$ cat src/design/seq_pkg.sv
// Purpose: Shared constants and types of the standby power sequencer.
// Assumes: 200 MHz clock, temperature in whole degrees C, 8-bit level.
// Notes: Durations are in seconds; they are reloaded from the
//   nonvolatile store at run time.
package seq_pkg;

  // Clock and time base
  localparam int CLK_HZ = 200_000_000;
  localparam int EIGHTH_MS = 125;
  localparam int TICK_CYC = CLK_HZ / 1000 * EIGHTH_MS;
  localparam int PRE_W = 25;
  localparam logic [2:0] EIGHTHS_LAST = 3'h7;
  localparam int BOOT_CYC = 16;

  // Display link: 100 kHz clock, four quarter phases per bit
  localparam int SCL_KHZ = 100;
  localparam int I2C_QTR_CYC = CLK_HZ / (SCL_KHZ * 1000 * 4);
  localparam int DISP_BYTES = 5;
  localparam logic [6:0] DISP_ADDR = 7'h3C;
  localparam logic [7:0] LOGO_ID = 8'h01; // Arbitrary value

  // Default durations and thresholds
  localparam int LOW_POWER_HOLD_MIN = 8;
  localparam int OFF_MIN = 2;
  localparam int MUTE_MIN = 10;
  localparam int BACKLIGHT_S = 15;
  localparam int TRIP_C = 70;
  localparam int HYST_K = 4;
  localparam logic [7:0] LEVEL_THR_RST = 8'h10;

  typedef enum logic [2:0] {
    ST_BOOT, ST_SEQ, ST_ON, ST_LOW_POWER_HOLD, ST_OFF, ST_HOT
  } mode_t;

  typedef struct packed {
    logic [15:0] quiet_s;     // ON to standby
    logic [15:0] low_power_hold_s;      // Standby to OFF
    logic [15:0] mute_s;      // Mute held low to OFF
    logic [15:0] backlight_s; // OFF to backlight dark
    logic [7:0] level_thr;
    logic [7:0] trip_c;
    logic [7:0] hyst_k;
  } cfg_t;

  localparam cfg_t CFG_RST = '{
    quiet_s: 16'(LOW_POWER_HOLD_MIN * 60),
    low_power_hold_s: 16'(OFF_MIN * 60),
    mute_s: 16'(MUTE_MIN * 60),
    backlight_s: 16'(BACKLIGHT_S),
    level_thr: LEVEL_THR_RST,
    trip_c: 8'(TRIP_C),
    hyst_k: 8'(HYST_K)
  };

  typedef struct packed {
    logic scl_o;
    logic scl_oe_n;
    logic sda_o;
    logic sda_oe_n;
  } i2c_pins_t;

  typedef struct packed {
    logic s1;
    logic s2;
    logic s3;
    logic val;
  } sync_state_t;

  typedef enum logic [2:0] {
    I2_IDLE, I2_START, I2_BIT, I2_ACK, I2_STOP
  } i2c_st_t;

  typedef struct packed {
    i2c_st_t st;
    logic [9:0] div;
    logic [1:0] qtr;
    logic [2:0] bitn;
    logic [2:0] byten;
    logic [7:0] sh;
    logic scl;
    logic sda;
  } i2c_state_t;

  typedef struct packed {
    mode_t mode;
    logic [PRE_W-1:0] pre;
    logic [2:0] eighth;
    logic [3:0] phase;
    logic [4:0] boot;
    logic [15:0] quiet;
    logic [15:0] mute_cnt;
    logic [19:0] off_e;
    logic off_by_mute;
    logic [1:0] remote;
    logic hold;
    logic supply;
    logic backlight;
    logic lamp;
    logic fault;
    logic mute_drv;
    logic disp_go;
  } seq_state_t;

endpackage

$ cat src/design/pin_sync.sv
// Purpose: Three-stage pin synchroniser with agreement filter.
// Assumes: Input is asynchronous to clock.
// Notes: Output changes only when stages two and three agree.
`timescale 1ns/1ps
module pin_sync import seq_pkg::*; #(
  parameter logic RST_VAL = 1'b1
) (
  input wire logic clock, // System clock
  input wire logic nrst,  // Async reset, active low
  input wire logic pin,   // Raw pin level
  output logic val        // Filtered level
);
  sync_state_t s_q;
  sync_state_t s_d;

  always_comb begin
    s_d = s_q;
    s_d.s1 = pin;
    s_d.s2 = s_q.s1;
    s_d.s3 = s_q.s2;
    if (s_q.s2 == s_q.s3) begin
      s_d.val = s_q.s3;
    end
  end

  always_ff @(posedge clock or negedge nrst) begin
    if (!nrst) begin
      s_q <= '{s1: RST_VAL, s2: RST_VAL, s3: RST_VAL, val: RST_VAL};
    end else begin
      s_q <= s_d;
    end
  end

  assign val = s_q.val;
endmodule // pin_sync

$ cat src/design/i2c_display_tx.sv
// Purpose: Write-only I2C master sending one status frame to a display.
// Assumes: No clock stretching; acknowledge bits are not checked.
// Notes: Open-drain pins; enable low pulls the line low.
`timescale 1ns/1ps
module i2c_display_tx import seq_pkg::*; (
  input wire logic clock,                       // System clock
  input wire logic nrst,                        // Async reset, active low
  input wire logic start,                       // Pulse: send frame
  input wire logic [DISP_BYTES-1:0][7:0] frame, // Byte 4 sent first
  output logic busy,                            // Frame in progress
  output i2c_pins_t pins                        // Open-drain pins
);
  i2c_state_t s_q;
  i2c_state_t s_d;
  logic qtick;

  always_comb begin
    s_d = s_q;
    qtick = (s_q.div == 10'(I2C_QTR_CYC - 1));
    s_d.div = qtick ? 10'h0 : s_q.div + 10'h1;
    case (s_q.st)
      I2_IDLE: begin
        s_d.div = 10'h0;
        s_d.scl = 1'b1;
        s_d.sda = 1'b1;
        if (start) begin
          s_d.st = I2_START;
          s_d.qtr = 2'h0;
          s_d.byten = 3'(DISP_BYTES - 1);
          s_d.sh = frame[DISP_BYTES-1];
          s_d.bitn = 3'h7;
        end
      end
      I2_START: begin
        if (qtick) begin
          s_d.qtr = s_q.qtr + 2'h1;
          if (s_q.qtr == 2'h0) begin
            s_d.sda = 1'b0;
          end
          if (s_q.qtr == 2'h1) begin
            s_d.scl = 1'b0;
            s_d.st = I2_BIT;
            s_d.qtr = 2'h0;
          end
        end
      end
      I2_BIT, I2_ACK: begin
        if (qtick) begin
          s_d.qtr = s_q.qtr + 2'h1;
          case (s_q.qtr)
            2'h0: s_d.sda = (s_q.st == I2_ACK) ? 1'b1 : s_q.sh[7];
            2'h1: s_d.scl = 1'b1;
            2'h2: s_d.scl = 1'b1;
            default: begin
              s_d.scl = 1'b0;
              if (s_q.st == I2_ACK) begin
                if (s_q.byten == 3'h0) begin
                  s_d.st = I2_STOP;
                end else begin
                  s_d.st = I2_BIT;
                  s_d.byten = s_q.byten - 3'h1;
                  s_d.sh = frame[s_q.byten - 3'h1];
                  s_d.bitn = 3'h7;
                end
              end else if (s_q.bitn == 3'h0) begin
                s_d.st = I2_ACK;
              end else begin
                s_d.bitn = s_q.bitn - 3'h1;
                s_d.sh = {s_q.sh[6:0], 1'b0};
              end
            end
          endcase
        end
      end
      I2_STOP: begin
        if (qtick) begin
          s_d.qtr = s_q.qtr + 2'h1;
          case (s_q.qtr)
            2'h0: s_d.sda = 1'b0;
            2'h1: s_d.scl = 1'b1;
            2'h2: s_d.sda = 1'b1;
            default: s_d.st = I2_IDLE;
          endcase
        end
      end
      default: s_d.st = I2_IDLE;
    endcase
  end

  always_ff @(posedge clock or negedge nrst) begin
    if (!nrst) begin
      s_q <= '{st: I2_IDLE, scl: 1'b1, sda: 1'b1, default: '0};
    end else begin
      s_q <= s_d;
    end
  end

  assign busy = (s_q.st != I2_IDLE);
  assign pins = '{scl_o: 1'b0, scl_oe_n: s_q.scl,
                  sda_o: 1'b0, sda_oe_n: s_q.sda};
endmodule // i2c_display_tx

$ cat src/design/audio_standby_power_sequencer.sv
// Purpose: ON / standby / OFF sequencer driving amplifier remote lines,
//   lamps, internal supply, display backlight and display link.
// Assumes: audio_level, temp_c and nvm inputs are on the clock domain;
//   mute line and jumper are raw pins.
// Notes: Time base is an eighth-second tick; durations are seconds.
`timescale 1ns/1ps

// Functional notes
// - With auto power active and mute idle, detected audio wakes the system from an OFF not forced by mute.
// - Auto power on by default; installed disable jumper turns it off.
// - Mute held low at power-on starts in OFF until mute is released.
// - Mute idle at power-on: activate and switch equipment on in order.
// - With auto power, stay ON while the level exceeds the threshold.
// - Level continuously below threshold for 8 minutes: ON to standby.
// - Two more quiet minutes in standby: switch to OFF.
// - Mute held low for more than 10 minutes forces OFF.
// - Durations and thresholds come from the nonvolatile store.
// - Mute, standby and OFF show distinct lamp patterns.
// - Over-temperature switches module and remote equipment OFF.
// - After cooling, the system reactivates by itself.
// - Over-temperature lights the fault lamp and shows on display.
// - Two remote on/off outputs driven only by this controller.
// - OFF mode also disables the internal supply.
// - Display backlight goes dark 15 seconds after entering OFF.
// - Display link shows mode, temperature, level and a logo.
// - Trip at 70 degrees C, re-enable after a 4 K fall.
module audio_standby_power_sequencer import seq_pkg::*; #(
  parameter int TICK_CYC_P = TICK_CYC
) (
  input wire logic clock,                 // 200 MHz system clock
  input wire logic nrst,                  // Async reset, active low
  input wire logic [7:0] audio_level,     // Detected input level
  input wire logic [7:0] temp_c,          // Module temperature, deg C
  input wire cfg_t nvm_cfg,               // Stored durations, thresholds
  input wire logic nvm_valid,             // Stored set is loaded
  input wire logic mute_i,                // Mute line level, low = mute
  output logic mute_o,                    // Mute line drive value
  output logic mute_oe_n,                 // Low while pulling mute low
  input wire logic detect_disable_jumper, // Low when jumper installed
  output logic [1:0] remote_on,           // Amplifier remote lines
  output logic low_power_hold,            // Standby line to amplifiers
  output logic supply_en,                 // Internal supply enable
  output logic backlight_en,              // Display backlight enable
  output logic status_lamp,               // Mode indicator lamp
  output logic fault_indicator_lamp,      // Over-temperature lamp
  output mode_t mode,                     // Current operating mode
  output i2c_pins_t disp_pins,            // Display link pins
  output logic disp_busy                  // Display frame in progress
);
  seq_state_t s_q;
  seq_state_t s_d;
  cfg_t cfg;
  logic mute_s;
  logic jumper_s;
  logic auto_on;
  logic ext_mute;
  logic loud;
  logic hot;
  logic cool;
  logic tick;
  logic sec;
  logic [7:0] cool_c;
  logic [DISP_BYTES-1:0][7:0] frame;

  function automatic logic [15:0] sat_inc(input logic [15:0] v);
    sat_inc = (v == 16'hFFFF) ? v : v + 16'h1;
  endfunction

  pin_sync #(.RST_VAL(1'b1)) u_mute_sync (
    .clock(clock),
    .nrst(nrst),
    .pin(mute_i),
    .val(mute_s)
  );

  pin_sync #(.RST_VAL(1'b1)) u_jumper_sync (
    .clock(clock),
    .nrst(nrst),
    .pin(detect_disable_jumper),
    .val(jumper_s)
  );

  // Stored set replaces the defaults once loaded
  assign cfg = nvm_valid ? nvm_cfg : CFG_RST;
  assign auto_on = jumper_s;
  assign ext_mute = !mute_s && !s_q.mute_drv;
  assign loud = (audio_level > cfg.level_thr);
  assign cool_c = (cfg.trip_c > cfg.hyst_k) ?
                  cfg.trip_c - cfg.hyst_k : 8'h00;
  assign hot = (temp_c >= cfg.trip_c);
  assign cool = (temp_c <= cool_c);

  always_comb begin
    s_d = s_q;
    s_d.disp_go = 1'b0;
    tick = (s_q.pre == PRE_W'(TICK_CYC_P - 1));
    sec = tick && (s_q.eighth == EIGHTHS_LAST);
    s_d.pre = tick ? '0 : s_q.pre + PRE_W'(1);
    if (tick) begin
      s_d.eighth = s_q.eighth + 3'h1;
      s_d.phase = s_q.phase + 4'h1;
    end
    if (!ext_mute) begin
      s_d.mute_cnt = 16'h0;
    end else if (sec) begin
      s_d.mute_cnt = sat_inc(s_q.mute_cnt);
    end
    case (s_q.mode)
      ST_BOOT: begin
        s_d.boot = s_q.boot + 5'h1;
        if (s_q.boot == 5'(BOOT_CYC - 1)) begin
          if (!mute_s) begin
            s_d.mode = ST_OFF;
            s_d.off_by_mute = 1'b1;
          end else begin
            s_d.mode = ST_SEQ;
          end
        end
      end
      ST_SEQ: begin
        // Supply first, then remote 0, remote 1, then release standby
        if (sec) begin
          if (!s_q.remote[0]) begin
            s_d.remote[0] = 1'b1;
          end else if (!s_q.remote[1]) begin
            s_d.remote[1] = 1'b1;
          end else begin
            s_d.mode = ST_ON;
            s_d.quiet = 16'h0;
          end
        end
      end
      ST_ON: begin
        if (loud) begin
          s_d.quiet = 16'h0;
        end else if (sec) begin
          s_d.quiet = sat_inc(s_q.quiet);
        end
        if (auto_on && !loud && s_q.quiet >= cfg.quiet_s) begin
          s_d.mode = ST_LOW_POWER_HOLD;
          s_d.quiet = 16'h0;
        end
      end
      ST_LOW_POWER_HOLD: begin
        if (loud) begin
          s_d.mode = ST_ON;
          s_d.quiet = 16'h0;
        end else begin
          if (sec) begin
            s_d.quiet = sat_inc(s_q.quiet);
          end
          if (s_q.quiet >= cfg.low_power_hold_s) begin
            s_d.mode = ST_OFF;
            s_d.off_by_mute = 1'b0;
          end
        end
      end
      ST_OFF: begin
        if (s_q.off_by_mute) begin
          if (mute_s) begin
            s_d.mode = ST_SEQ;
            s_d.off_by_mute = 1'b0;
          end
        end else if (auto_on && loud && mute_s) begin
          s_d.mode = ST_SEQ;
        end
      end
      ST_HOT: begin
        if (cool) begin
          s_d.mode = ST_SEQ;
        end
      end
      default: s_d.mode = ST_BOOT;
    endcase
    // Long external mute overrides audio in ON and standby
    if ((s_q.mode == ST_ON || s_q.mode == ST_LOW_POWER_HOLD) &&
        s_q.mute_cnt > cfg.mute_s) begin
      s_d.mode = ST_OFF;
      s_d.off_by_mute = 1'b1;
    end
    // Over-temperature wins over every other transition except those out of ST_BOOT and ST_HOT
    if (s_q.mode != ST_BOOT && s_q.mode != ST_HOT && hot) begin
      s_d.mode = ST_HOT;
      s_d.off_by_mute = 1'b0;
    end
    if (s_d.mode != ST_SEQ && s_d.mode != ST_ON &&
        s_d.mode != ST_LOW_POWER_HOLD) begin
      s_d.remote = 2'b00;
    end
    if (s_d.mode != ST_OFF) begin
      s_d.off_e = 20'h0;
    end else if (tick && s_q.mode == ST_OFF &&
                 s_q.off_e != 20'hFFFFF) begin
      s_d.off_e = s_q.off_e + 20'h1;
    end
    s_d.hold = (s_d.mode != ST_ON);
    s_d.supply = (s_d.mode == ST_SEQ || s_d.mode == ST_ON ||
                  s_d.mode == ST_LOW_POWER_HOLD);
    s_d.backlight = !(s_d.mode == ST_OFF &&
                      s_d.off_e >= {1'b0, cfg.backlight_s, 3'h0});
    s_d.mute_drv = (s_d.mode == ST_HOT);
    s_d.fault = (s_d.mode == ST_HOT);
    case (s_d.mode)
      ST_ON: s_d.lamp = ext_mute ? s_d.phase[0] : 1'b1;
      ST_LOW_POWER_HOLD: s_d.lamp = s_d.phase[2];
      ST_OFF: s_d.lamp = (s_d.phase == 4'h0);
      ST_SEQ: s_d.lamp = s_d.phase[1];
      default: s_d.lamp = 1'b0;
    endcase
    s_d.disp_go = sec;
  end

  always_ff @(posedge clock or negedge nrst) begin
    if (!nrst) begin
      s_q <= '{mode: ST_BOOT, hold: 1'b1, backlight: 1'b1,
               default: '0};
    end else begin
      s_q <= s_d;
    end
  end

  // Status frame: address, mode, temperature, level, logo
  assign frame = {{DISP_ADDR, 1'b0}, {5'h00, s_q.mode},
                  temp_c, audio_level, LOGO_ID};

  i2c_display_tx u_disp (
    .clock(clock),
    .nrst(nrst),
    .start(s_q.disp_go),
    .frame(frame),
    .busy(disp_busy),
    .pins(disp_pins)
  );

  assign mute_o = 1'b0;
  assign mute_oe_n = !s_q.mute_drv;
  assign remote_on = s_q.remote;
  assign low_power_hold = s_q.hold;
  assign supply_en = s_q.supply;
  assign backlight_en = s_q.backlight;
  assign status_lamp = s_q.lamp;
  assign fault_indicator_lamp = s_q.fault;
  assign mode = s_q.mode;
endmodule // audio_standby_power_sequencer

$ cat config.mk
export PLATFORM = sky130hd
export DESIGN_NAME = audio_standby_power_sequencer
export DESIGN_NICKNAME = d
export VERILOG_FILES = /design/src/design/seq_pkg.sv /design/src/design/pin_sync.sv /design/src/design/i2c_display_tx.sv /design/src/design/audio_standby_power_sequencer.sv
export SDC_FILE = /design/constraint.sdc
export NUM_CORES = 1
export LEC_CHECK = 0
export ABC_AREA = 1
export BUFFER_PORTS_ARGS = -buffer_cell sky130_fd_sc_hd__buf_4
export CAP_MARGIN = 20
export CORE_ASPECT_RATIO = 1.1
export CORE_UTILIZATION = 35
export DETAILED_ROUTE_END_ITERATION = 7
export GPL_TIMING_DRIVEN = 0
export PLACE_DENSITY_LB_ADDON = 0.25
export SKIP_CTS_REPAIR_TIMING = 1
export SYNTH_ARGS = -nofsm -noshare
export SYNTH_HDL_FRONTEND = slang
export SYNTH_SLANG_ARGS = --single-unit
$ cat constraint.sdc
create_clock -name clock -period 3.9 [get_ports clock]
set_clock_uncertainty 0.2 [all_clocks]
set_input_delay 0.585 -clock clock [delete_from_list [all_inputs] [get_ports clock]]
set_output_delay 0.585 -clock clock [all_outputs]
set_load 0.01 [all_outputs]
==> results <==
- The number of port buffers is around 120.
- For the worst-skew pair, the clock arrives at the later sink with an insertion delay of approximately 0.43 ns.
- The reported leakage power is 6.284 nW.
- The total of warnings raised by yosys is 0.
- The longest clock path from root to sink contains 2 buffers.
- The number of diodes added for antenna fixing is 0.
- The xor-xnor portion of the synthesized cell area is 0.02817.
- Global routing finished with a remaining overflow of 0.
- The cell with the most instances on the worst path is sky130_fd_sc_hd__nand2_1.
- The average size of a mapped cell is 7.507 µm².
- ~130 I/O pins were placed.
- For the worst setup path, the data required time is just over 4 ns.
- The CTS tree is done.
- The number of distinct library cells after synthesis is 63.
- The number of enable flip-flop cells after synthesis is 0.
- The kind of critical path is input port to flip-flop.
- The main flop type after synthesis is sky130_fd_sc_hd__dfrtp_1.
- Sorting the synthesized cells by how often they occur yields sky130_fd_sc_hd__nand2_1, sky130_fd_sc_hd__inv_1, sky130_fd_sc_hd__nor2_1.
- The floorplan step set the die height to between 150 and 200 µm.
- The count of nets left with antenna violations after detail routing is 0.
- The largest total area in the synthesized netlist belongs to sky130_fd_sc_hd__dfrtp_1.
- Dividing the detail-routed wire length by the instance count gives ~14 µm.
- The proportion of register bits with asynchronous set or reset after synthesis is 1.000.
- The synthesized-area fraction occupied by ao, oa, aoi and oai cells came to 0.1224.
- The top fanout value on the critical path is 8.
- In this run the cell area of the synthesized design comes to 10570 µm².
- The final setup violation count is 4.
- The post-synthesis cell count is between 1000 and 1500.
- The H-tree was split into 4 levels.
- The core region is ~30000 µm².
- The maximum number of pins on one net before global-route repair is 97.
- The share of synthesized cell area in and, or, nand and nor gates is 0.2926.
- By area, the combinational part of the netlist is dominated by simple AND/OR/NAND/NOR gates.
- The most repeated cell in the gate-level netlist after synthesis is sky130_fd_sc_hd__nand2_1.
- Counting every sink on the clock net gives 140.
- The average vias per placed instance is approximately 5.
- The critical path capture point type is a flip-flop.
- The share of layout cells above drive strength 1 is 0.2272.
- Setup repair after global routing could not meet its margin everywhere.
- The final worst hold slack is roughly 0.071 ns.
- Synthesis inferred between 100 and 150 register bits.
- The routed wire length is around 28000 µm.
- The number of global-route vias before repair is 9306.
- Compared with the post-synthesis result, the final layout area differs by 26.03%.
- The worst pin sits at a relative slew slack of 0.6346.
- The critical path buffer and inverter count is 5.
- The worst reg-to-reg setup slack is ~0.030 ns.
- The number of clock buffers inserted by TritonCTS is 17.
- Of the post-synthesis cell area, the dominant cell type holds 0.3030.
- For this run, the register share of the synthesized area comes to 0.3329.
- The adder and majority gate portion of the synthesized area is 0.1375.
- The total routing resource utilization after global routing is 0.1829.
- After detailed routing, the number of remaining DRC violations is 0.
- On the critical path the largest part of the delay comes from simple AND/OR/NAND/NOR gates.
- The run finished, with violations left.
- Before CTS, the worst setup slack after placement is -1.633 ns.
- The worst-case IR drop observed on VDD is slightly above 0.3 mV.
- The min-delay analysis places its worst path in the category input port to flip-flop.
- Across the run, the number of max-cap violations was 0.
- Of the post-synthesis cell area, the part taken by muxes is 0.
- In this design, the stage delay of the slowest critical-path cell is 0.34 ns.
- Routability-driven placement finished with a final weighted congestion of slightly below 0.9.
- The total power density per cell area is about 310 nW/µm².
- The final reports fail on setup timing.
- For the worst setup path, the data arrival time is a little under 5 ns.
- The root buffer cell is sky130_fd_sc_hd__clkbuf_16.
- The routed layout has a little under 10000 vias.
- The starting density of the core is 0.3565.
- The maximum clock frequency is approximately 210 MHz.
- The die footprint is approximately 31000 µm².
- The number of hold-slack violations in the final timing report is 0.
- The estimated wirelength of the detail-placed design is between 20000 and 25000 µm.
- The iteration count of the initial detailed-routing pass is 5.
- The slowest library cell on the worst path is sky130_fd_sc_hd__fa_2.
- Once routing completed, OpenROAD measured the worst setup slack at -0.8596 ns.
- In this run, the number of DRC markers left after iteration 0 of detailed routing was about 570.
- The first-pass GRT wire length is ~45000 µm.
- The width of the die is 167.7 µm.
- The number of antenna violations at the first check in global routing is 0.
- The kind of start point of the critical path is an input port.
- The count of standard-cell rows is 66.
- The aggregate negative setup slack is -1.057 ns.
- The total number of nets in the final design is about 1800.
- The shortest clock period the worst path allows after layout is approximately 4.8 ns.
- The total count of max-transition violations in the final report is 0.
- The clock-pin slew on the worst setup and hold paths is around 0.060 ns.
- Sorting the synthesized cells by area gives the leading types as sky130_fd_sc_hd__dfrtp_1, sky130_fd_sc_hd__ha_1, sky130_fd_sc_hd__nand2_1.
- Dividing the final minimum period by the clock period gives 1.220.
- The slew of the pin with the lowest slew margin is approximately 0.54 ns.
## state kept, by name, summed over array words and instances, names as in the netlist
| signal | cells |
|---|---|
| s_q | 92 |
| u_jumper_sync.s_q | 1 |
| u_jumper_sync.val | 1 |
| u_mute_sync.val | 1 |
| mode | 3 |
| remote_on | 2 |
| u_disp.pins | 2 |
| u_jumper_sync.s_d | 2 |
| status_lamp | 1 |
| u_disp.s_q | 29 |
| low_power_hold | 1 |
| u_mute_sync.s_q | 1 |
| supply_en | 1 |
| u_mute_sync.s_d | 2 |
| backlight_en | 1 |
## where the power goes
group | total [mW] | switching, mW | leakage [nW] | internal, mW
clock | 1.53 | 0.637 | 0.266 | 0.888
combinational | 1.02 | 0.577 | 4.21 | 0.445
sequential | 1.61 | 0.0807 | 1.81 | 1.53
total | 4.16 | 1.29 | 6.28 | 2.86
## per-stage QoR
step,power [mW],instance area (µm²),std cells,util
final,4.157,13320,1963,0.4494
after global routing,4.397,13320,1963,0.4494
after CTS,4.037,12630,1939,0.4261
after detailed placement,2.499,12090,1907,0.4077
after global placement,2.475,12060,1906,0.4066
after floorplan,2.145,10670,1410,-
## per-layer routing
metal | global-route usage | vias to the layer above | share of wire
li1 | - | 4984 | -
met1 | 0.2396 | 4538 | 0.47
met2 | 0.3140 | 199 | 0.48
met3 | 0.02233 | 35 | 0.033
met4 | 0.05615 | 0 | 0.019
met5 | 0 | - | 0
## layout by cell type, fill, tap and decap left out, types with 20 or more instances in the layout
cell and n:
sky130_fd_sc_hd__nand2_1 276, sky130_fd_sc_hd__inv_1 175, sky130_fd_sc_hd__buf_4 147, sky130_fd_sc_hd__nor2_1 144, sky130_fd_sc_hd__dfrtp_1 128, sky130_fd_sc_hd__ha_1 103
sky130_fd_sc_hd__a21oi_1 88, sky130_fd_sc_hd__nand3_1 65, sky130_fd_sc_hd__o21ai_0 57, sky130_fd_sc_hd__nor3_1 30, sky130_fd_sc_hd__nand4_1 26, sky130_fd_sc_hd__inv_2 22
sky130_fd_sc_hd__xor2_1 20
## cells by family (layout without fill, tap and decap cells)
group                    Yosys count  in the layout
flip-flops                       140            140
AO/OA/AOI/OAI                    228            228
other                              1              3
buffers and inverters            229            408
XOR/XNOR                          34             34
AND/OR/NAND/NOR                  660            660
adder cells (fa/ha/maj)          116            116
## cell type report
class | count | area (µm²)
multi-input cells | 1041 | 6566
repair buffers | 147 | 1210
well taps | 374 | 467.9
clock inverters | 12 | 100.1
clock buffers | 20 | 446.7
inverters | 202 | 773.2
fillers | 2967 | 16320
flip-flops and latches | 140 | 3518
plain buffers | 27 | 239.0
## final timing paths
kind | to | cells after the start | startpoint
max | backlight_en | 36 | nvm_valid
min | u_jumper_sync.s_d[2] | 1 | detect_disable_jumper
max reg2reg | backlight_en | 23 | s_q[74]
min reg2reg | u_mute_sync.s_d[1] | 0 | u_mute_sync.s_d[2]
max in group asynchronous | s_q[72] | 3 | nrst
min in group asynchronous | s_q[17] | 2 | nrst
No activity file was read; power rests on OpenSTA's default activity.
